[src/logic/led_fault_map.svh]
// constants for the led driver fault supervisor: counts and field positions
// assumes inclusion by bare name from the design files
`ifndef LED_FAULT_MAP_SVH
`define LED_FAULT_MAP_SVH
// internal clock cycles of low level needed to clear a latched fault
`define CLEAR_COUNT_STD 32'h00008000
`define CLEAR_COUNT_LOW_FREQ 32'h00002000
// width of the clearing counter
`define CLEAR_CNT_W 16
// switching clock half-period terminal count, output toggles every 26 cycles (plain default)
`define SWCLK_HALF_DIV 8'h19
// overvoltage resume threshold in percent of the trip level
`define OV_RESUME_PCT 7'h5E
// fault input vector positions
`define FLT_IDC_OC 0
`define FLT_SW_OC2 1
`define FLT_SW_OV2 2
`define FLT_LATCH_W 3
`endif

[src/logic/led_fault_pkg.sv]
// types for the led driver fault supervisor
// no assumptions beyond a SystemVerilog compiler
package led_fault_pkg;
    typedef enum logic [1:0] {
        ST_OFF = 2'h0,
        ST_RUN = 2'h1,
        ST_LATCHED = 2'h3
    } sup_state_t;
endpackage

[src/logic/latch_clear_counter.sv]
// counter of continuous low cycles on enable or dimming for latch clearing
// assumes inputs synchronous to sys_clk
`timescale 1ns/1ns
`include "led_fault_map.svh"
module latch_clear_counter #(
    parameter int CNT_W = `CLEAR_CNT_W
) (
    // clock and reset
    input wire logic sys_clk,
    input wire logic sys_rst,
    // control
    input wire logic count_en,
    input wire logic [CNT_W-1:0] target,
    // result
    output logic done
);
    if (CNT_W < 14) begin : g_cnt_w_check
        $error("clear counter too narrow");
    end
    logic [CNT_W-1:0] cnt;
    wire logic at_target = (cnt >= target);
    always_ff @(posedge sys_clk or posedge sys_rst) begin
        if (sys_rst) begin
            cnt <= '0;
            done <= 1'b0;
        end else if (!count_en) begin
            cnt <= '0;
            done <= 1'b0;
        end else begin
            if (!at_target) cnt <= cnt + 1'b1;
            done <= at_target; // more than target cycles low
        end
    end
endmodule // latch_clear_counter

[src/logic/led_fault_supervisor.sv]
// fault supervision and recovery for a boost led backlight driver
// assumes comparator outputs already debounced and synchronous to sys_clk
//
// Operation
// - open string: raise output to overvoltage, drop unregulated strings, no fault flag.
// - current-set overcurrent stops boost and sinks, disconnect stays on, no flag.
// - frequency-set overcurrent shuts everything, flags fault, restarts with soft-start.
// - overvoltage halts boost only, resumes at about 94 percent, no flag.
// - output rail undervoltage stops boost and sinks, flags fault, auto-restarts.
// - partial short disables string if another pin below 1.2 V, no flag.
// - partial short string re-enabled when pin drops or next dimming rise.
// - overtemperature shuts everything, flags fault, restarts after hysteresis.
// - supply lockout shuts everything, clears latches, fault flag released.
// - only disconnect overcurrent, switch overcurrent2, switch overvoltage2 latch.
// - enable low for over 32k cycles clears latched fault.
// - dimming low over 32k cycles (8k low-frequency variant) clears latch.
// - clearing by dimming keeps switching clock running.
// - latching condition still present after clear trips again.
// - latched mode drives fault low while switching clock continues.
// - clearing count done leaves latched mode and releases fault.
// - latched device refuses start even with dimming high.
// - after clear, restart at next dimming high level.
// - faults monitored in every state and transition.
// - switch overcurrent2 shuts all outputs and latches with fault flag.
`timescale 1ns/1ns
`include "led_fault_map.svh"
module led_fault_supervisor #(
    parameter int STRINGS = 4,
    parameter bit LOW_FREQ_VARIANT = 1'b0,
    parameter int CNT_W = `CLEAR_CNT_W
) (
    // clock and reset
    input wire logic sys_clk,
    input wire logic sys_rst,
    // host inputs
    input wire logic enable,
    input wire logic dimming,
    // analog comparator flags
    input wire logic supply_undervoltage_lockout,
    input wire logic temp_over,
    input wire logic temp_below_hysteresis,
    input wire logic current_set_pin_over,
    input wire logic frequency_set_pin_over,
    input wire logic overvoltage_sense,
    input wire logic overvoltage_below_resume,
    input wire logic boost_output_rail_under,
    input wire logic disconnect_overcurrent,
    input wire logic switch_overcurrent_secondary,
    input wire logic switch_overvoltage_secondary,
    // per string comparators
    input wire logic [STRINGS-1:0] string_out_of_reg,
    input wire logic [STRINGS-1:0] string_above_partial_short,
    input wire logic [STRINGS-1:0] string_below_low_level,
    // power stage controls
    output logic boost_enable,
    output logic disconnect_on,
    output logic [STRINGS-1:0] sink_enable,
    output logic soft_start_req,
    output logic switching_clock_output,
    // open-drain fault pin, enable high pulls low
    output logic fault_out,
    output logic fault_oe,
    output logic latched_mode
);
    // elaboration checks on the parameters
    if (STRINGS < 2 || STRINGS > 16) begin : g_strings_check
        $error("STRINGS out of range");
    end
    if (CNT_W < 16) begin : g_cnt_w_check
        $error("CNT_W too narrow for the enable clearing count");
    end

    // enable low always needs the long count, dimming low the variant count
    localparam logic [CNT_W-1:0] EN_TARGET = CNT_W'(`CLEAR_COUNT_STD);
    localparam logic [CNT_W-1:0] DIM_TARGET = LOW_FREQ_VARIANT ?
        CNT_W'(`CLEAR_COUNT_LOW_FREQ) : CNT_W'(`CLEAR_COUNT_STD);

    led_fault_pkg::sup_state_t state;
    led_fault_pkg::sup_state_t next_state;

    logic ov_hold;
    logic temp_hold;
    logic frequency_set_pin_hold;
    logic dimming_d;
    logic [STRINGS-1:0] open_drop;
    logic [STRINGS-1:0] short_drop;
    logic ov_seen;
    logic [7:0] div_cnt;

    // latching causes
    wire logic latch_cause = disconnect_overcurrent | switch_overcurrent_secondary |
        switch_overvoltage_secondary;
    wire logic dim_rise = dimming & ~dimming_d;
    wire logic clear_count_en = latched_mode & (~enable | (enable & ~dimming));
    wire logic clear_done;
    wire logic [CNT_W-1:0] clear_target = enable ? DIM_TARGET : EN_TARGET;

    latch_clear_counter #(
        .CNT_W(CNT_W)
    ) i_latch_clear_counter (
        .sys_clk(sys_clk),
        .sys_rst(sys_rst),
        .count_en(clear_count_en),
        .target(clear_target),
        .done(clear_done)
    );

    // hysteretic auto-restart faults
    wire logic next_ov_hold = overvoltage_sense | (ov_hold & ~overvoltage_below_resume);
    wire logic next_temp_hold = temp_over | (temp_hold & ~temp_below_hysteresis);
    wire logic any_pin_low = |string_below_low_level;

    function automatic logic other_low(input logic [STRINGS-1:0] low, input int idx);
        logic [STRINGS-1:0] m;
        m = low;
        m[idx] = 1'b0;
        return |m;
    endfunction

    // state transitions, checked every cycle in every state
    always_comb begin
        next_state = state;
        case (state)
            led_fault_pkg::ST_OFF: begin
                if (latch_cause) next_state = led_fault_pkg::ST_LATCHED;
                else if (enable && dimming) next_state = led_fault_pkg::ST_RUN;
            end
            led_fault_pkg::ST_RUN: begin
                if (latch_cause) next_state = led_fault_pkg::ST_LATCHED;
                else if (!enable) next_state = led_fault_pkg::ST_OFF;
            end
            led_fault_pkg::ST_LATCHED: begin
                if (clear_done) next_state = led_fault_pkg::ST_OFF;
            end
            default: next_state = led_fault_pkg::ST_OFF;
        endcase
    end

    wire logic running = (state == led_fault_pkg::ST_RUN);
    // shared shutdown terms
    wire logic full_off = supply_undervoltage_lockout | temp_hold | frequency_set_pin_hold | ~running |
        latch_cause;
    wire logic boost_off = full_off | current_set_pin_over | boost_output_rail_under | ov_hold;
    wire logic sinks_off = full_off | current_set_pin_over | boost_output_rail_under;
    wire logic next_fault = ~supply_undervoltage_lockout & (frequency_set_pin_hold | boost_output_rail_under |
        temp_hold | (next_state == led_fault_pkg::ST_LATCHED));

    always_ff @(posedge sys_clk or posedge sys_rst) begin
        if (sys_rst) begin
            state <= led_fault_pkg::ST_OFF;
        end else if (supply_undervoltage_lockout) begin
            state <= led_fault_pkg::ST_OFF;
        end else begin
            state <= next_state;
        end
    end

    // fault holds and input history
    wire logic next_ov_seen = running & (|string_out_of_reg) & (ov_seen | overvoltage_sense);

    always_ff @(posedge sys_clk or posedge sys_rst) begin
        if (sys_rst) begin
            ov_hold <= 1'b0;
        end else begin
            ov_hold <= next_ov_hold;
        end
    end

    always_ff @(posedge sys_clk or posedge sys_rst) begin
        if (sys_rst) begin
            temp_hold <= 1'b0;
        end else begin
            temp_hold <= next_temp_hold;
        end
    end

    always_ff @(posedge sys_clk or posedge sys_rst) begin
        if (sys_rst) begin
            frequency_set_pin_hold <= 1'b0;
        end else begin
            frequency_set_pin_hold <= frequency_set_pin_over;
        end
    end

    always_ff @(posedge sys_clk or posedge sys_rst) begin
        if (sys_rst) begin
            dimming_d <= 1'b0;
        end else begin
            dimming_d <= dimming;
        end
    end

    always_ff @(posedge sys_clk or posedge sys_rst) begin
        if (sys_rst) begin
            ov_seen <= 1'b0;
        end else begin
            ov_seen <= next_ov_seen;
        end
    end

    // open strings dropped once output reached overvoltage, cleared at new start
    always_ff @(posedge sys_clk or posedge sys_rst) begin
        if (sys_rst) begin
            open_drop <= '0;
        end else if (!running) begin
            open_drop <= '0;
        end else if (overvoltage_sense || ov_seen) begin
            open_drop <= open_drop | string_out_of_reg;
        end
    end

    // partial short string removal and re-enable
    always_ff @(posedge sys_clk or posedge sys_rst) begin
        if (sys_rst) begin
            short_drop <= '0;
        end else begin
            for (int i = 0; i < STRINGS; i++) begin
                if (string_above_partial_short[i] && !string_out_of_reg[i] &&
                    other_low(string_below_low_level, i) && any_pin_low) begin
                    short_drop[i] <= 1'b1;
                end else if (!string_above_partial_short[i] || dim_rise) begin
                    short_drop[i] <= 1'b0;
                end
            end
        end
    end

    // switching clock keeps running in every state
    always_ff @(posedge sys_clk or posedge sys_rst) begin
        if (sys_rst) begin
            div_cnt <= 8'h00;
            switching_clock_output <= 1'b0;
        end else if (div_cnt == `SWCLK_HALF_DIV) begin
            div_cnt <= 8'h00;
            switching_clock_output <= ~switching_clock_output;
        end else begin
            div_cnt <= div_cnt + 8'h01;
        end
    end

    // next values of the registered outputs
    wire logic next_boost_enable = ~boost_off & dimming;
    wire logic next_disconnect_on = ~full_off;
    wire logic [STRINGS-1:0] next_sink_enable = (sinks_off | ~dimming) ? '0 :
        ~(open_drop | short_drop);
    wire logic next_soft_start_req = running & ~full_off & ~disconnect_on;
    wire logic next_latched_mode = (next_state == led_fault_pkg::ST_LATCHED) &
        ~supply_undervoltage_lockout;

    always_ff @(posedge sys_clk or posedge sys_rst) begin
        if (sys_rst) begin
            boost_enable <= 1'b0;
        end else begin
            boost_enable <= next_boost_enable;
        end
    end

    always_ff @(posedge sys_clk or posedge sys_rst) begin
        if (sys_rst) begin
            disconnect_on <= 1'b0;
        end else begin
            disconnect_on <= next_disconnect_on;
        end
    end

    always_ff @(posedge sys_clk or posedge sys_rst) begin
        if (sys_rst) begin
            sink_enable <= '0;
        end else begin
            sink_enable <= next_sink_enable;
        end
    end

    always_ff @(posedge sys_clk or posedge sys_rst) begin
        if (sys_rst) begin
            soft_start_req <= 1'b0;
        end else begin
            soft_start_req <= next_soft_start_req;
        end
    end

    // open-drain data stays low, the enable does the signalling
    always_ff @(posedge sys_clk or posedge sys_rst) begin
        if (sys_rst) begin
            fault_out <= 1'b0;
        end else begin
            fault_out <= 1'b0;
        end
    end

    always_ff @(posedge sys_clk or posedge sys_rst) begin
        if (sys_rst) begin
            fault_oe <= 1'b0;
        end else begin
            fault_oe <= next_fault;
        end
    end

    always_ff @(posedge sys_clk or posedge sys_rst) begin
        if (sys_rst) begin
            latched_mode <= 1'b0;
        end else begin
            latched_mode <= next_latched_mode;
        end
    end
endmodule // led_fault_supervisor

[config.mk]
export PLATFORM = sky130hd
export DESIGN_NAME = led_fault_supervisor
export DESIGN_NICKNAME = d
export VERILOG_FILES = /design/src/logic/led_fault_pkg.sv /design/src/logic/latch_clear_counter.sv /design/src/logic/led_fault_supervisor.sv
export VERILOG_INCLUDE_DIRS = /design/src /design/src/logic
export SDC_FILE = /design/constraint.sdc
export NUM_CORES = 1
export LEC_CHECK = 0
export BUFFER_PORTS_ARGS = -buffer_cell sky130_fd_sc_hd__buf_2
export CELL_PAD_IN_SITES_DETAIL_PLACEMENT = 1
export CELL_PAD_IN_SITES_GLOBAL_PLACEMENT = 1
export CORE_ASPECT_RATIO = 0.8
export CORE_MARGIN = 3
export CORE_UTILIZATION = 44
export CTS_CLUSTER_SIZE = 40
export DETAILED_ROUTE_END_ITERATION = 16
export PLACE_DENSITY_LB_ADDON = 0.1
export SYNTH_ARGS = -nofsm -noshare
export SYNTH_HDL_FRONTEND = slang
export SYNTH_HIERARCHICAL = 1
export SYNTH_SLANG_ARGS = --single-unit
[constraint.sdc]
create_clock -name sys_clk -period 2.74 [get_ports sys_clk]
set_clock_uncertainty 0.2 [all_clocks]
set_input_delay 0.548 -clock sys_clk [delete_from_list [all_inputs] [get_ports sys_clk]]
set_output_delay 0.548 -clock sys_clk [all_outputs]
set_load 0.05 [all_outputs]
==> reports/results.txt, run 1 <==
met3 global-route usage -> 0.0523
diodes inserted -> 0
leakage power total -> 0.00150 uW
YS warnings -> 6
endpoints failing setup -> 0
routability cong. -> 0.771
worst path required time -> 2730 ps
grt total ovfl -> 0
Hold Buf Count CTS -> 0
EDFF count, synth -> 0
reg2reg setup slack -> 60 ps
Syn Inst Count -> 266
CTS tree -> done
CTS Buf Count -> 5
GRT Resource Usage Total -> 0.194
worst slew pin tran -> 667 ps
placed inst area -> 3050 um^2
H-tree levels -> 2
Synth area leader -> dfrtp_1
Crit Path Category -> reg2reg
met2 Track Usage GR -> 0.330
Max Cap Viol -> 0
# rows -> 24
clk buf depth -> 2
Reg2Reg Depth -> 8
Via density -> 5.31
routed via count -> 2179
average size of a mapped cell -> 10.1 um^2
routing usage on met1 -> 0.245
clk root buf -> clkbuf_8
WL/cell -> 16.4 um
Port Buffer Count -> 36
drt pass-1 iters -> 4
Startpoint Class -> flip-flop
vias in the first global route -> 2240
global-route wire length before repair -> 10.6 mm
Routed Antenna Nets -> 0
Post-synth top flop -> dfrtp_1
die area -> 7070 um^2
top-area cell type share of the netlist area -> 0.467
# clock sinks -> 50
latest clock arrival within the worst-skew pair -> 300 ps
final worst path period need -> 2680 ps
Fmax -> 373 MHz
Slew Viols, Final -> 0
Arrival @ worst endpoint -> 2680 ps
maximum VDD drop -> 0.250 mV
Initial Utilization -> 0.472
relative slew slack -> 0.555
final core utilization -> 0.562
chip width -> 93.2 um
Final Cell Area -> 3190 um^2
CP Capture Type -> flip-flop
io pins -> 38
register clock-pin slew on the reported worst setup and hold paths -> 90 ps
Worst Hold Class -> in2async
core box area -> 5680 um^2
Starting DRT DRC Count -> 82
reg2reg end -> i_latch_clear_counter/cnt[13]$_DFFE_PP0P_
die height -> 75.8 um
Async SR Flop Fraction -> 1.00
antenna violations before repair -> 0
fill cell count -> 657
GR peak layer -> met2
Syn Std Cell Area -> 2680 um^2
setup TNS -> 0 ps
Total Wirelength -> 6.73 mm
HPWL after detailed placement -> 4.83 mm
area grow syn2layout -> 19.1%
nets -> 378
largest net degree at the start of global routing -> 34
Seq cells post-synth -> 50
fin crit share -> 0.980
Worst Path Max Fanout -> 7
largest cells by area after synthesis -> dfrtp_1 (47%), ha_1 (8.9%), a21oi_1 (4.3%)
r2r startpoint -> i_latch_clear_counter/cnt[15]$_DFFE_PP0P_
status -> completed
Pwr Density -> 425 nW/um^2
Distinct cells, synth -> 46
Residual DRC -> 0
Hold Vio Cnt, Final -> 0
Seq/Total Area, Yosys -> 0.467
layout cells sized above 1 -> 0.217
-- timing repair --
item	4_1_cts	5_1_grt
setup endpoints to repair	11	14
gates cloned	0	1
buffers inserted	3	1
resized for setup	1	1
pin swaps	1	3
hold endpoints to repair	0	0
-- synthesized netlist by cell type (3+ instances only) --
cell type / count
dfrtp_1: 50
ha_1: 19
nor4_1: 4
o2bb2ai_1: 4
nand3_1: 8
nand2_1: 13
nor3_1: 8
o21a_1: 3
nor2_1: 20
inv_1: 24
nand2b_1: 3
xnor2_1: 4
and2_1: 6
o21ai_0: 11
xor2_1: 3
nor2b_1: 3
a21o_1: 3
or3_1: 7
or4_1: 4
nand4_1: 8
o31ai_1: 4
nor3_2: 4
a21oi_1: 23
-- layer usage --
layer	share of wire	up-vias
li1	-	1056
met1	0.45	1071
met2	0.49	44
met3	0.043	8
met5	0	-
met4	0.012	0
-- registers in the layout (all words and copies together), names as in the netlist --
name / cells
boost_enable: 1
i_latch_clear_counter/cnt: 16
disconnect_on: 1
i_latch_clear_counter/done: 1
state: 2
temp_hold: 1
latched_mode: 1
open_drop: 4
dimming_d: 1
frequency_set_pin_hold: 1
ov_seen: 1
sink_enable: 4
soft_start_req: 1
div_cnt: 8
short_drop: 4
switching_clock_output: 1
ov_hold: 1
fault_oe: 1
-- stage by stage --
stage	hold WS (ps)	setup WS, ps	power (uW)	std cells
after floorplan	204	372	881	281
after global placement	214	15.6	933	398
after detailed placement	218	-11.3	939	398
after CTS	137	6.20	1360	408
after global routing	126	-35.2	1430	410
final	136	56.1	1360	410
-- where the power goes --
group | total, uW | switching (uW) | internal [uW]
clock network | 428 | 253 | 175
registers | 774 | 17.4 | 757
logic | 154 | 94.9 | 59.3
total | 1360 | 365 | 991
-- worst max-delay path by stage --
stage                                               from                                         to  cells after the start
6_report       i_latch_clear_counter/cnt[15]$_DFFE_PP0P_  i_latch_clear_counter/cnt[13]$_DFFE_PP0P_                      8
5_1_grt        i_latch_clear_counter/cnt[15]$_DFFE_PP0P_   i_latch_clear_counter/cnt[6]$_DFFE_PP0P_                      8
4_1_cts        i_latch_clear_counter/cnt[15]$_DFFE_PP0P_  i_latch_clear_counter/cnt[13]$_DFFE_PP0P_                      8
3_5_place_dp   i_latch_clear_counter/cnt[15]$_DFFE_PP0P_   i_latch_clear_counter/cnt[4]$_DFFE_PP0P_                      8
3_3_place_gp   i_latch_clear_counter/cnt[15]$_DFFE_PP0P_   i_latch_clear_counter/cnt[9]$_DFFE_PP0P_                      7
2_1_floorplan  i_latch_clear_counter/cnt[13]$_DFFE_PP0P_   i_latch_clear_counter/cnt[0]$_DFFE_PP0P_                      9
-- area by class of cell --
cell class	instances	area [um^2]	share of cell area
repair buffers	49	290	0.0910
multi-input cells	202	1380	0.432
clock buffers	5	68.8	0.0216
flip-flops and latches	50	1250	0.392
well taps	78	97.6	0.0306
clock inverters	2	15.0	0.00471
inverters	24	90.1	0.0282
-- cell families after synthesis --
| group | synth area share |
|---|---|
| AOI/OAI and AO/OA | 0.123 |
| adders and majority gates | 0.0887 |
| buffers and inverters | 0.0500 |
| other | 0.00280 |
| DFF | 0.467 |
| and+or+nand+nor | 0.236 |
| xor gates and xnor gates | 0.0290 |
| muxes | 0.00374 |
-- critical path: stages, from the launching register on --
cell and delay, ps:
dfrtp_1 420, ha_1 310, nand4_1 140, nor2_1 100, a311oi_2 440, nand4_4 250
buf_4 210, o31a_1 300, o21a_1 210
-- layout by cell type (no fill, tap or decap), types with 5 or more instances in the layout --
master | synthesis | layout
conb_1 | 2 | 17
a21oi_1 | 23 | 23
or3_1 | 7 | 7
nand2_1 | 13 | 13
nand3_1 | 8 | 8
buf_4 | 1 | 12
nor3_1 | 8 | 8
buf_2 | 2 | 36
nand4_1 | 8 | 8
inv_1 | 24 | 24
clkbuf_8 | 0 | 5
o21ai_0 | 11 | 11
ha_1 | 19 | 19
dfrtp_1 | 50 | 50
and2_1 | 6 | 6
nor2_1 | 20 | 20
Power figures use the tool's default switching activity.
==> inputs of run 2 (changes only) <==
--- a/config.mk
+++ b/config.mk
@@ -10,7 +10,6 @@
 export CELL_PAD_IN_SITES_DETAIL_PLACEMENT = 1
 export CELL_PAD_IN_SITES_GLOBAL_PLACEMENT = 1
 export CORE_ASPECT_RATIO = 0.8
-export CORE_MARGIN = 3
 export CORE_UTILIZATION = 44
 export CTS_CLUSTER_SIZE = 40
 export DETAILED_ROUTE_END_ITERATION = 16
==> run 2 against run 1 <==
- setup slack better by 43 ps
- worst hold slack got worse by 12 ps
- final area up 0.12%
- first-iteration DRC count increased by 32%
- highest routed layer unchanged
==> reports/results.txt, run 2 (synthesis results as in run 1) <==
io pins -> 38 (unchanged)
GRT Resource Usage Total -> 0.201 (+0.00719)
endpoints failing setup -> 0 (unchanged)
most common cell after layout, fill and taps aside -> dfrtp_1
Worst Path Max Fanout -> 10 (+3)
WL/cell -> 14.8 um (-9.7%)
CTS Buf Count -> 5 (unchanged)
switching share of power -> 0.248 (-0.0218)
global-route wire length before repair -> 9.67 mm (-8.6%)
pre-CTS WS -> 30.8 ps (+42.1 ps)
Via density -> 5.12 (-3.7%)
Startpoint Class -> flip-flop
# clock sinks -> 50 (unchanged)
highest routed layer -> met4
Crit-path slowest cell -> or4_1
Port Buffer Count -> 36 (unchanged)
max reg flops -> 16 (unchanged)
clk buf depth -> 2 (unchanged)
Initial Utilization -> 0.456 (-0.0165)
Total Wirelength -> 6.11 mm (-9.3%)
largest net degree at the start of global routing -> 34 (unchanged)
Power Internal -> 1090 uW (+9.8%)
chip width -> 89.2 um (-4.3%)
Reg with most FFs -> i_latch_clear_counter/cnt
routability cong. -> 0.753 (-2.3%)
met3 wire length -> 304 um (+4.8%)
met2 WL post-DR -> 2.84 mm (-14%)
sequential share of power -> 0.536 (-0.035)
Hold Vio Cnt, Final -> 0 (unchanged)
final worst path period need -> 2640 ps (-42.6 ps)
CP top delay family -> simple AND/OR/NAND/NOR gates
die height -> 71.8 um (-5.3%)
antenna violations before repair -> 0 (unchanged)
grt total ovfl -> 0 (unchanged)
layout cells sized above 1 -> 0.208 (-0.00841)
crit-path cells -> ha_1 -> nand4_1 -> nor2_1 -> a311oi_1 -> nand4_4 -> buf_4 -> or4_1 -> a21oi_1
maximum VDD drop -> 0.230 mV (-7.8%)
area grow syn2layout -> 19.2%
Combinational Power Share -> 0.103 (-0.011)
Fmax -> 379 MHz (+1.6%)
total power -> 1450 uW (+6.6%)
register clock-pin slew on the reported worst setup and hold paths -> 90 ps (about the same)
Starting DRT DRC Count -> 108 (+32%)
Arrival @ worst endpoint -> 2670 ps (about the same)
Slew Viols, Final -> 0 (unchanged)
status -> completed
nets -> 376 (-0.53%)
Largest regs -> i_latch_clear_counter/cnt x16, div_cnt x8
clk root buf -> clkbuf_8
CTS tree -> done
H-tree levels -> 2 (unchanged)
Sw Pwr -> 358 uW (-2.0%)
Worst Hold Class -> in2async
# rows -> 25 (+4.2%)
clock share of power -> 0.362 (+0.046)
drt pass-1 iters -> 4 (unchanged)
slowest stage delay, CP -> 520 ps (+80 ps)
CP Capture Type -> flip-flop
fin crit share -> 0.964 (-0.0155)
Crit Path Category -> reg2reg
Crit path buffers/inverters -> 1 (unchanged)
Pwr Density -> 453 nW/um^2 (+6.5%)
worst path required time -> 2770 ps (+40 ps)
Residual DRC -> 0 (unchanged)
HPWL after detailed placement -> 4.41 mm (-8.6%)
diodes inserted -> 0 (unchanged)
Reg2Reg Depth -> 8 (unchanged)
worst setup margin -> 98.6 ps (+42.6 ps)
vias in the first global route -> 2030 (-9.4%)
leakage power total -> 0.00150 uW (+0.12%)
die area -> 6410 um^2 (-9.3%)
core box area -> 5880 um^2 (+3.6%)
Routed Antenna Nets -> 0 (unchanged)
worst slew pin tran -> 695 ps (+28.5 ps)
routed via count -> 2108 (-3.3%)
Max Cap Viol -> 0 (unchanged)
Worst path depth -> 8 (unchanged)
latest clock arrival within the worst-skew pair -> 300 ps (about the same)
most frequent cells in the layout -> dfrtp_1 (50), buf_2 (36), inv_1 (24)
Post-Route M1 WL -> 2.90 mm (-5.3%)
relative slew slack -> 0.536 (-0.0190)
[run 2: final cells by class]
cell class,count,area (um^2)
fillers,710,2690
flip-flops and latches,50,1250
multi-input cells,201,1360
clock buffers,6,72.6
clock inverters,2,37.5
repair buffers,48,283
inverters,24,90.1
well taps,81,101
[run 2: per-stage QoR]
| step | cells | cell area (um^2) | TNS, ps | hold slack [ps] | util |
|---|---|---|---|---|---|
| finish | 412 | 3190 | 0 | 124 | 0.543 |
| global route | 412 | 3190 | -14.4 | 139 | 0.543 |
| CTS | 408 | 3160 | 0 | 140 | 0.537 |
| detailed placement | 400 | 3050 | 0 | 220 | 0.518 |
| global placement | 400 | 3050 | 0 | 213 | 0.518 |
| floorplan | 281 | 2740 | 0 | 204 | - |
[run 2: worst paths after layout]
check | start | end | slack, ps
max in group asynchronous | sys_rst | i_latch_clear_counter/cnt[8]$_DFFE_PP0P_ | 1750
hold / removal | sys_rst | switching_clock_output$_DFFE_PP0N_ | 120
setup / recovery | i_latch_clear_counter/cnt[15]$_DFFE_PP0P_ | i_latch_clear_counter/cnt[11]$_DFFE_PP0P_ | 100
min in group sys_clk | frequency_set_pin_over | frequency_set_pin_hold$_DFF_PP0_ | 150
setup reg to reg | i_latch_clear_counter/cnt[15]$_DFFE_PP0P_ | i_latch_clear_counter/cnt[11]$_DFFE_PP0P_ | 100
hold reg to reg | disconnect_on$_DFF_PP0_ | soft_start_req$_DFF_PP0_ | 230
[run 2: repair_timing]
action                     in CTS  in global routing
buffers inserted                0                  4
resized for setup               0                  1
setup endpoints to repair       1                 11
pin swaps                       1                  1
hold buffers                    0                  0
[run 2: power by group through the flow]
stage          sequential [uW]  clock, uW  combinational, uW
6_report                   774        523                148
5_1_grt                    777        556                168
4_1_cts                    774        533                150
3_5_place_dp               789          0                149
3_3_place_gp               788          0                146
2_1_floorplan              794          0               86.9
[run 2: layer usage]
layer	up-vias	track usage
li1	1044	-
met2	47	0.316
met1	1009	0.283
met5	-	0
met4	0	0.0582
met3	8	0.0403
[run 2: worst reg2reg max path, delay by kind of cell, from the launching register on]
family,cells,cell delay (ps)
buf+inv,1,200
simple gates,4,880
fa+ha+maj,1,290
compound gates,2,580
flops,1,410
==> inputs of run 3 (changes only) <==
--- a/config.mk
+++ b/config.mk
@@ -9,10 +9,10 @@
 export BUFFER_PORTS_ARGS = -buffer_cell sky130_fd_sc_hd__buf_2
 export CELL_PAD_IN_SITES_DETAIL_PLACEMENT = 1
 export CELL_PAD_IN_SITES_GLOBAL_PLACEMENT = 1
-export CORE_ASPECT_RATIO = 0.8
 export CORE_UTILIZATION = 44
 export CTS_CLUSTER_SIZE = 40
 export DETAILED_ROUTE_END_ITERATION = 16
+export GPL_TIMING_DRIVEN = 0
 export PLACE_DENSITY_LB_ADDON = 0.1
 export SYNTH_ARGS = -nofsm -noshare
 export SYNTH_HDL_FRONTEND = slang
==> run 3 against run 2 <==
- total power shrank 5.7%
- first-iteration DRC count fell by 27%
- sequential power is essentially flat
- register-to-register slack improved by 30 ps
==> reports/results.txt, run 3 (synthesis results as in run 1) <==
Worst Path Max Fanout -> 19 (+9)
diodes inserted -> 0 (unchanged)
die area -> 6400 um^2 (about the same)
Slew Viols, Final -> 0 (unchanged)
r2r startpoint -> i_latch_clear_counter/cnt[13]$_DFFE_PP0P_
clk root buf -> clkbuf_8
fin crit share -> 0.953 (-0.0113)
HPWL after detailed placement -> 4.60 mm (+4.3%)
Via density -> 5.36 (+4.8%)
Sw Pwr -> 346 uW (-3.3%)
met3 wire length -> 195 um (-36%)
Initial Utilization -> 0.455 (about the same)
Starting DRT DRC Count -> 79 (-27%)
Combinational Power Share -> 0.104 (about the same)
vias in the first global route -> 2138 (+5.3%)
nets -> 369 (-1.9%)
worst path required time -> 2740 ps (-30 ps)
leakage power total -> 0.00145 uW (-3.6%)
highest routed layer -> met4
placed inst area -> 3010 um^2 (-1.2%)
routability cong. -> 0.768 (+2.0%)
clock share of power -> 0.326 (-0.036)
CTS Buf Count -> 5 (unchanged)
antenna violations before repair -> 0 (unchanged)
most common cell after layout, fill and taps aside -> dfrtp_1
latest clock arrival within the worst-skew pair -> 300 ps (about the same)
routed via count -> 2140 (+1.5%)
endpoints failing setup -> 0 (unchanged)
core box area -> 5890 um^2 (about the same)
Crit Path Category -> reg2reg
area grow syn2layout -> 16.0%
chip width -> 80.0 um (-10%)
sequential share of power -> 0.570 (+0.034)
clk buf depth -> 2 (unchanged)
io pins -> 38 (unchanged)
Reg2Reg Depth -> 8 (unchanged)
global-route wire length before repair -> 9.90 mm (+2.4%)
# clock sinks -> 50 (unchanged)
Power Internal -> 1020 uW (-6.5%)
drt pass-1 iters -> 6 (+2)
H-tree levels -> 2 (unchanged)
layout cells sized above 1 -> 0.201 (-0.00784)
max reg flops -> 16 (unchanged)
Reg with most FFs -> i_latch_clear_counter/cnt
Final Cell Area -> 3110 um^2 (-2.7%)
Worst Hold Class -> in2async
GRT Resource Usage Total -> 0.205 (+0.00371)
Pwr Density -> 439 nW/um^2 (-3.0%)
final worst path period need -> 2610 ps (-30.9 ps)
Residual DRC -> 0 (unchanged)
Max Cap Viol -> 0 (unchanged)
DP Cell Count -> 392 (-2.0%)
Largest regs -> i_latch_clear_counter/cnt x16, div_cnt x8
# rows -> 28 (+12%)
Arrival @ worst endpoint -> 2610 ps (-60 ps)
maximum VDD drop -> 0.240 mV (+4.3%)
CP Capture Type -> flip-flop
Port Buffer Count -> 36 (unchanged)
most frequent cells in the layout -> dfrtp_1 (48), buf_2 (36), a21oi_1 (23), inv_1 (23), nor2_1 (20)
Total Wirelength -> 6.06 mm (-0.72%)
Startpoint Class -> flip-flop
die height -> 80.0 um (+11%)
switching share of power -> 0.254 (+0.00621)
met2 WL post-DR -> 3.01 mm (+6.1%)
Routed Antenna Nets -> 0 (unchanged)
relative slew slack -> 0.527 (-0.00897)
WL/cell -> 15.2 um (+2.5%)
Fmax -> 383 MHz (+1.2%)
worst slew pin tran -> 709 ps (+13.2 ps)
register clock-pin slew on the reported worst setup and hold paths -> 90 ps (about the same)
Final Non-Filler Cells -> 399 (-3.2%)
CTS tree -> done
Hold Vio Cnt, Final -> 0 (unchanged)
Post-Route M1 WL -> 2.76 mm (-4.5%)
reg2reg setup slack -> 130 ps (+30 ps)
largest net degree at the start of global routing -> 34 (unchanged)
status -> completed
reg2reg end -> i_latch_clear_counter/cnt[13]$_DFFE_PP0P_
grt total ovfl -> 0 (unchanged)
run 3: changes by cell type in the layout (fill, tap and decap cells not counted), sizes merged:
cell and change:
bufinv -1, buf -8, clkinvlp -1, clkinv +1, clkbuf +2
run 3: final cells by class:
class / instances / area [um^2]
Timing Repair Buffer: 36 / 180
Inverter: 24 / 90.1
Buffer: 5 / 41.3
Clock inverter: 1 / 5.00
Clock buffer: 7 / 86.3
Tap cell: 75 / 93.8
Multi-Input combinational cell: 201 / 1360
Sequential cell: 50 / 1250
Fill cell: 699 / 2780
run 3: power groups by stage:
stage	logic, uW	clock network (uW)	registers, uW
5_1_grt	163	484	780
3_3_place_gp	138	0	790
2_1_floorplan	86.9	0	794
4_1_cts	143	461	777
3_5_place_dp	143	0	792
6_report	142	445	777
run 3: through the flow:
stage / util / hold WS [ps] / setup WS, ps / total power, uW / TNS [ps]
3_5_place_dp: 0.511 / 225 / -42.3 / 934 / -105
4_1_cts: 0.526 / 138 / 27.3 / 1380 / 0
2_1_floorplan: - / 204 / 372 / 881 / 0
3_3_place_gp: 0.511 / 225 / 39.5 / 928 / 0
6_report: 0.528 / 146 / 130 / 1360 / 0
5_1_grt: 0.528 / 133 / -4.12 / 1430 / -4.12
run 3: worst max path at each step:
stage	from	to	slack [ps]	cells after the start
detailed placement	i_latch_clear_counter/cnt[13]$_DFFE_PP0P_	i_latch_clear_counter/cnt[3]$_DFFE_PP0P_	-40	9
global route	i_latch_clear_counter/cnt[12]$_DFFE_PP0P_	i_latch_clear_counter/cnt[7]$_DFFE_PP0P_	-4	8
CTS	i_latch_clear_counter/cnt[13]$_DFFE_PP0P_	i_latch_clear_counter/cnt[13]$_DFFE_PP0P_	30	8
global placement	i_latch_clear_counter/cnt[13]$_DFFE_PP0P_	i_latch_clear_counter/cnt[0]$_DFFE_PP0P_	40	9
floorplan	i_latch_clear_counter/cnt[13]$_DFFE_PP0P_	i_latch_clear_counter/cnt[0]$_DFFE_PP0P_	370	9
finish	i_latch_clear_counter/cnt[13]$_DFFE_PP0P_	i_latch_clear_counter/cnt[13]$_DFFE_PP0P_	130	8
run 3: worst max-delay path, stage by stage (launching register included):
cell and delay [ps]:
dfrtp_1 430, ha_1 310, nand4_1 170, nor2_1 180, or4b_1 500, nand4_2 160
buf_4 260, nor4_1 90, o21a_1 180
run 3: timing repair:
action,CTS,global route
buffers inserted,0,0
endpoints found under the hold margin,0,0
setup endpoints to repair,7,16
gates cloned,0,0
hold buffers,0,0
pin swaps,0,0
gates resized for setup,0,5
run 3: metal layers:
metal  up-vias  track usage
li1       1039            -
met1      1060        0.266
met2        32        0.338
met3         9       0.0411
met4         0       0.0750
met5         -            0
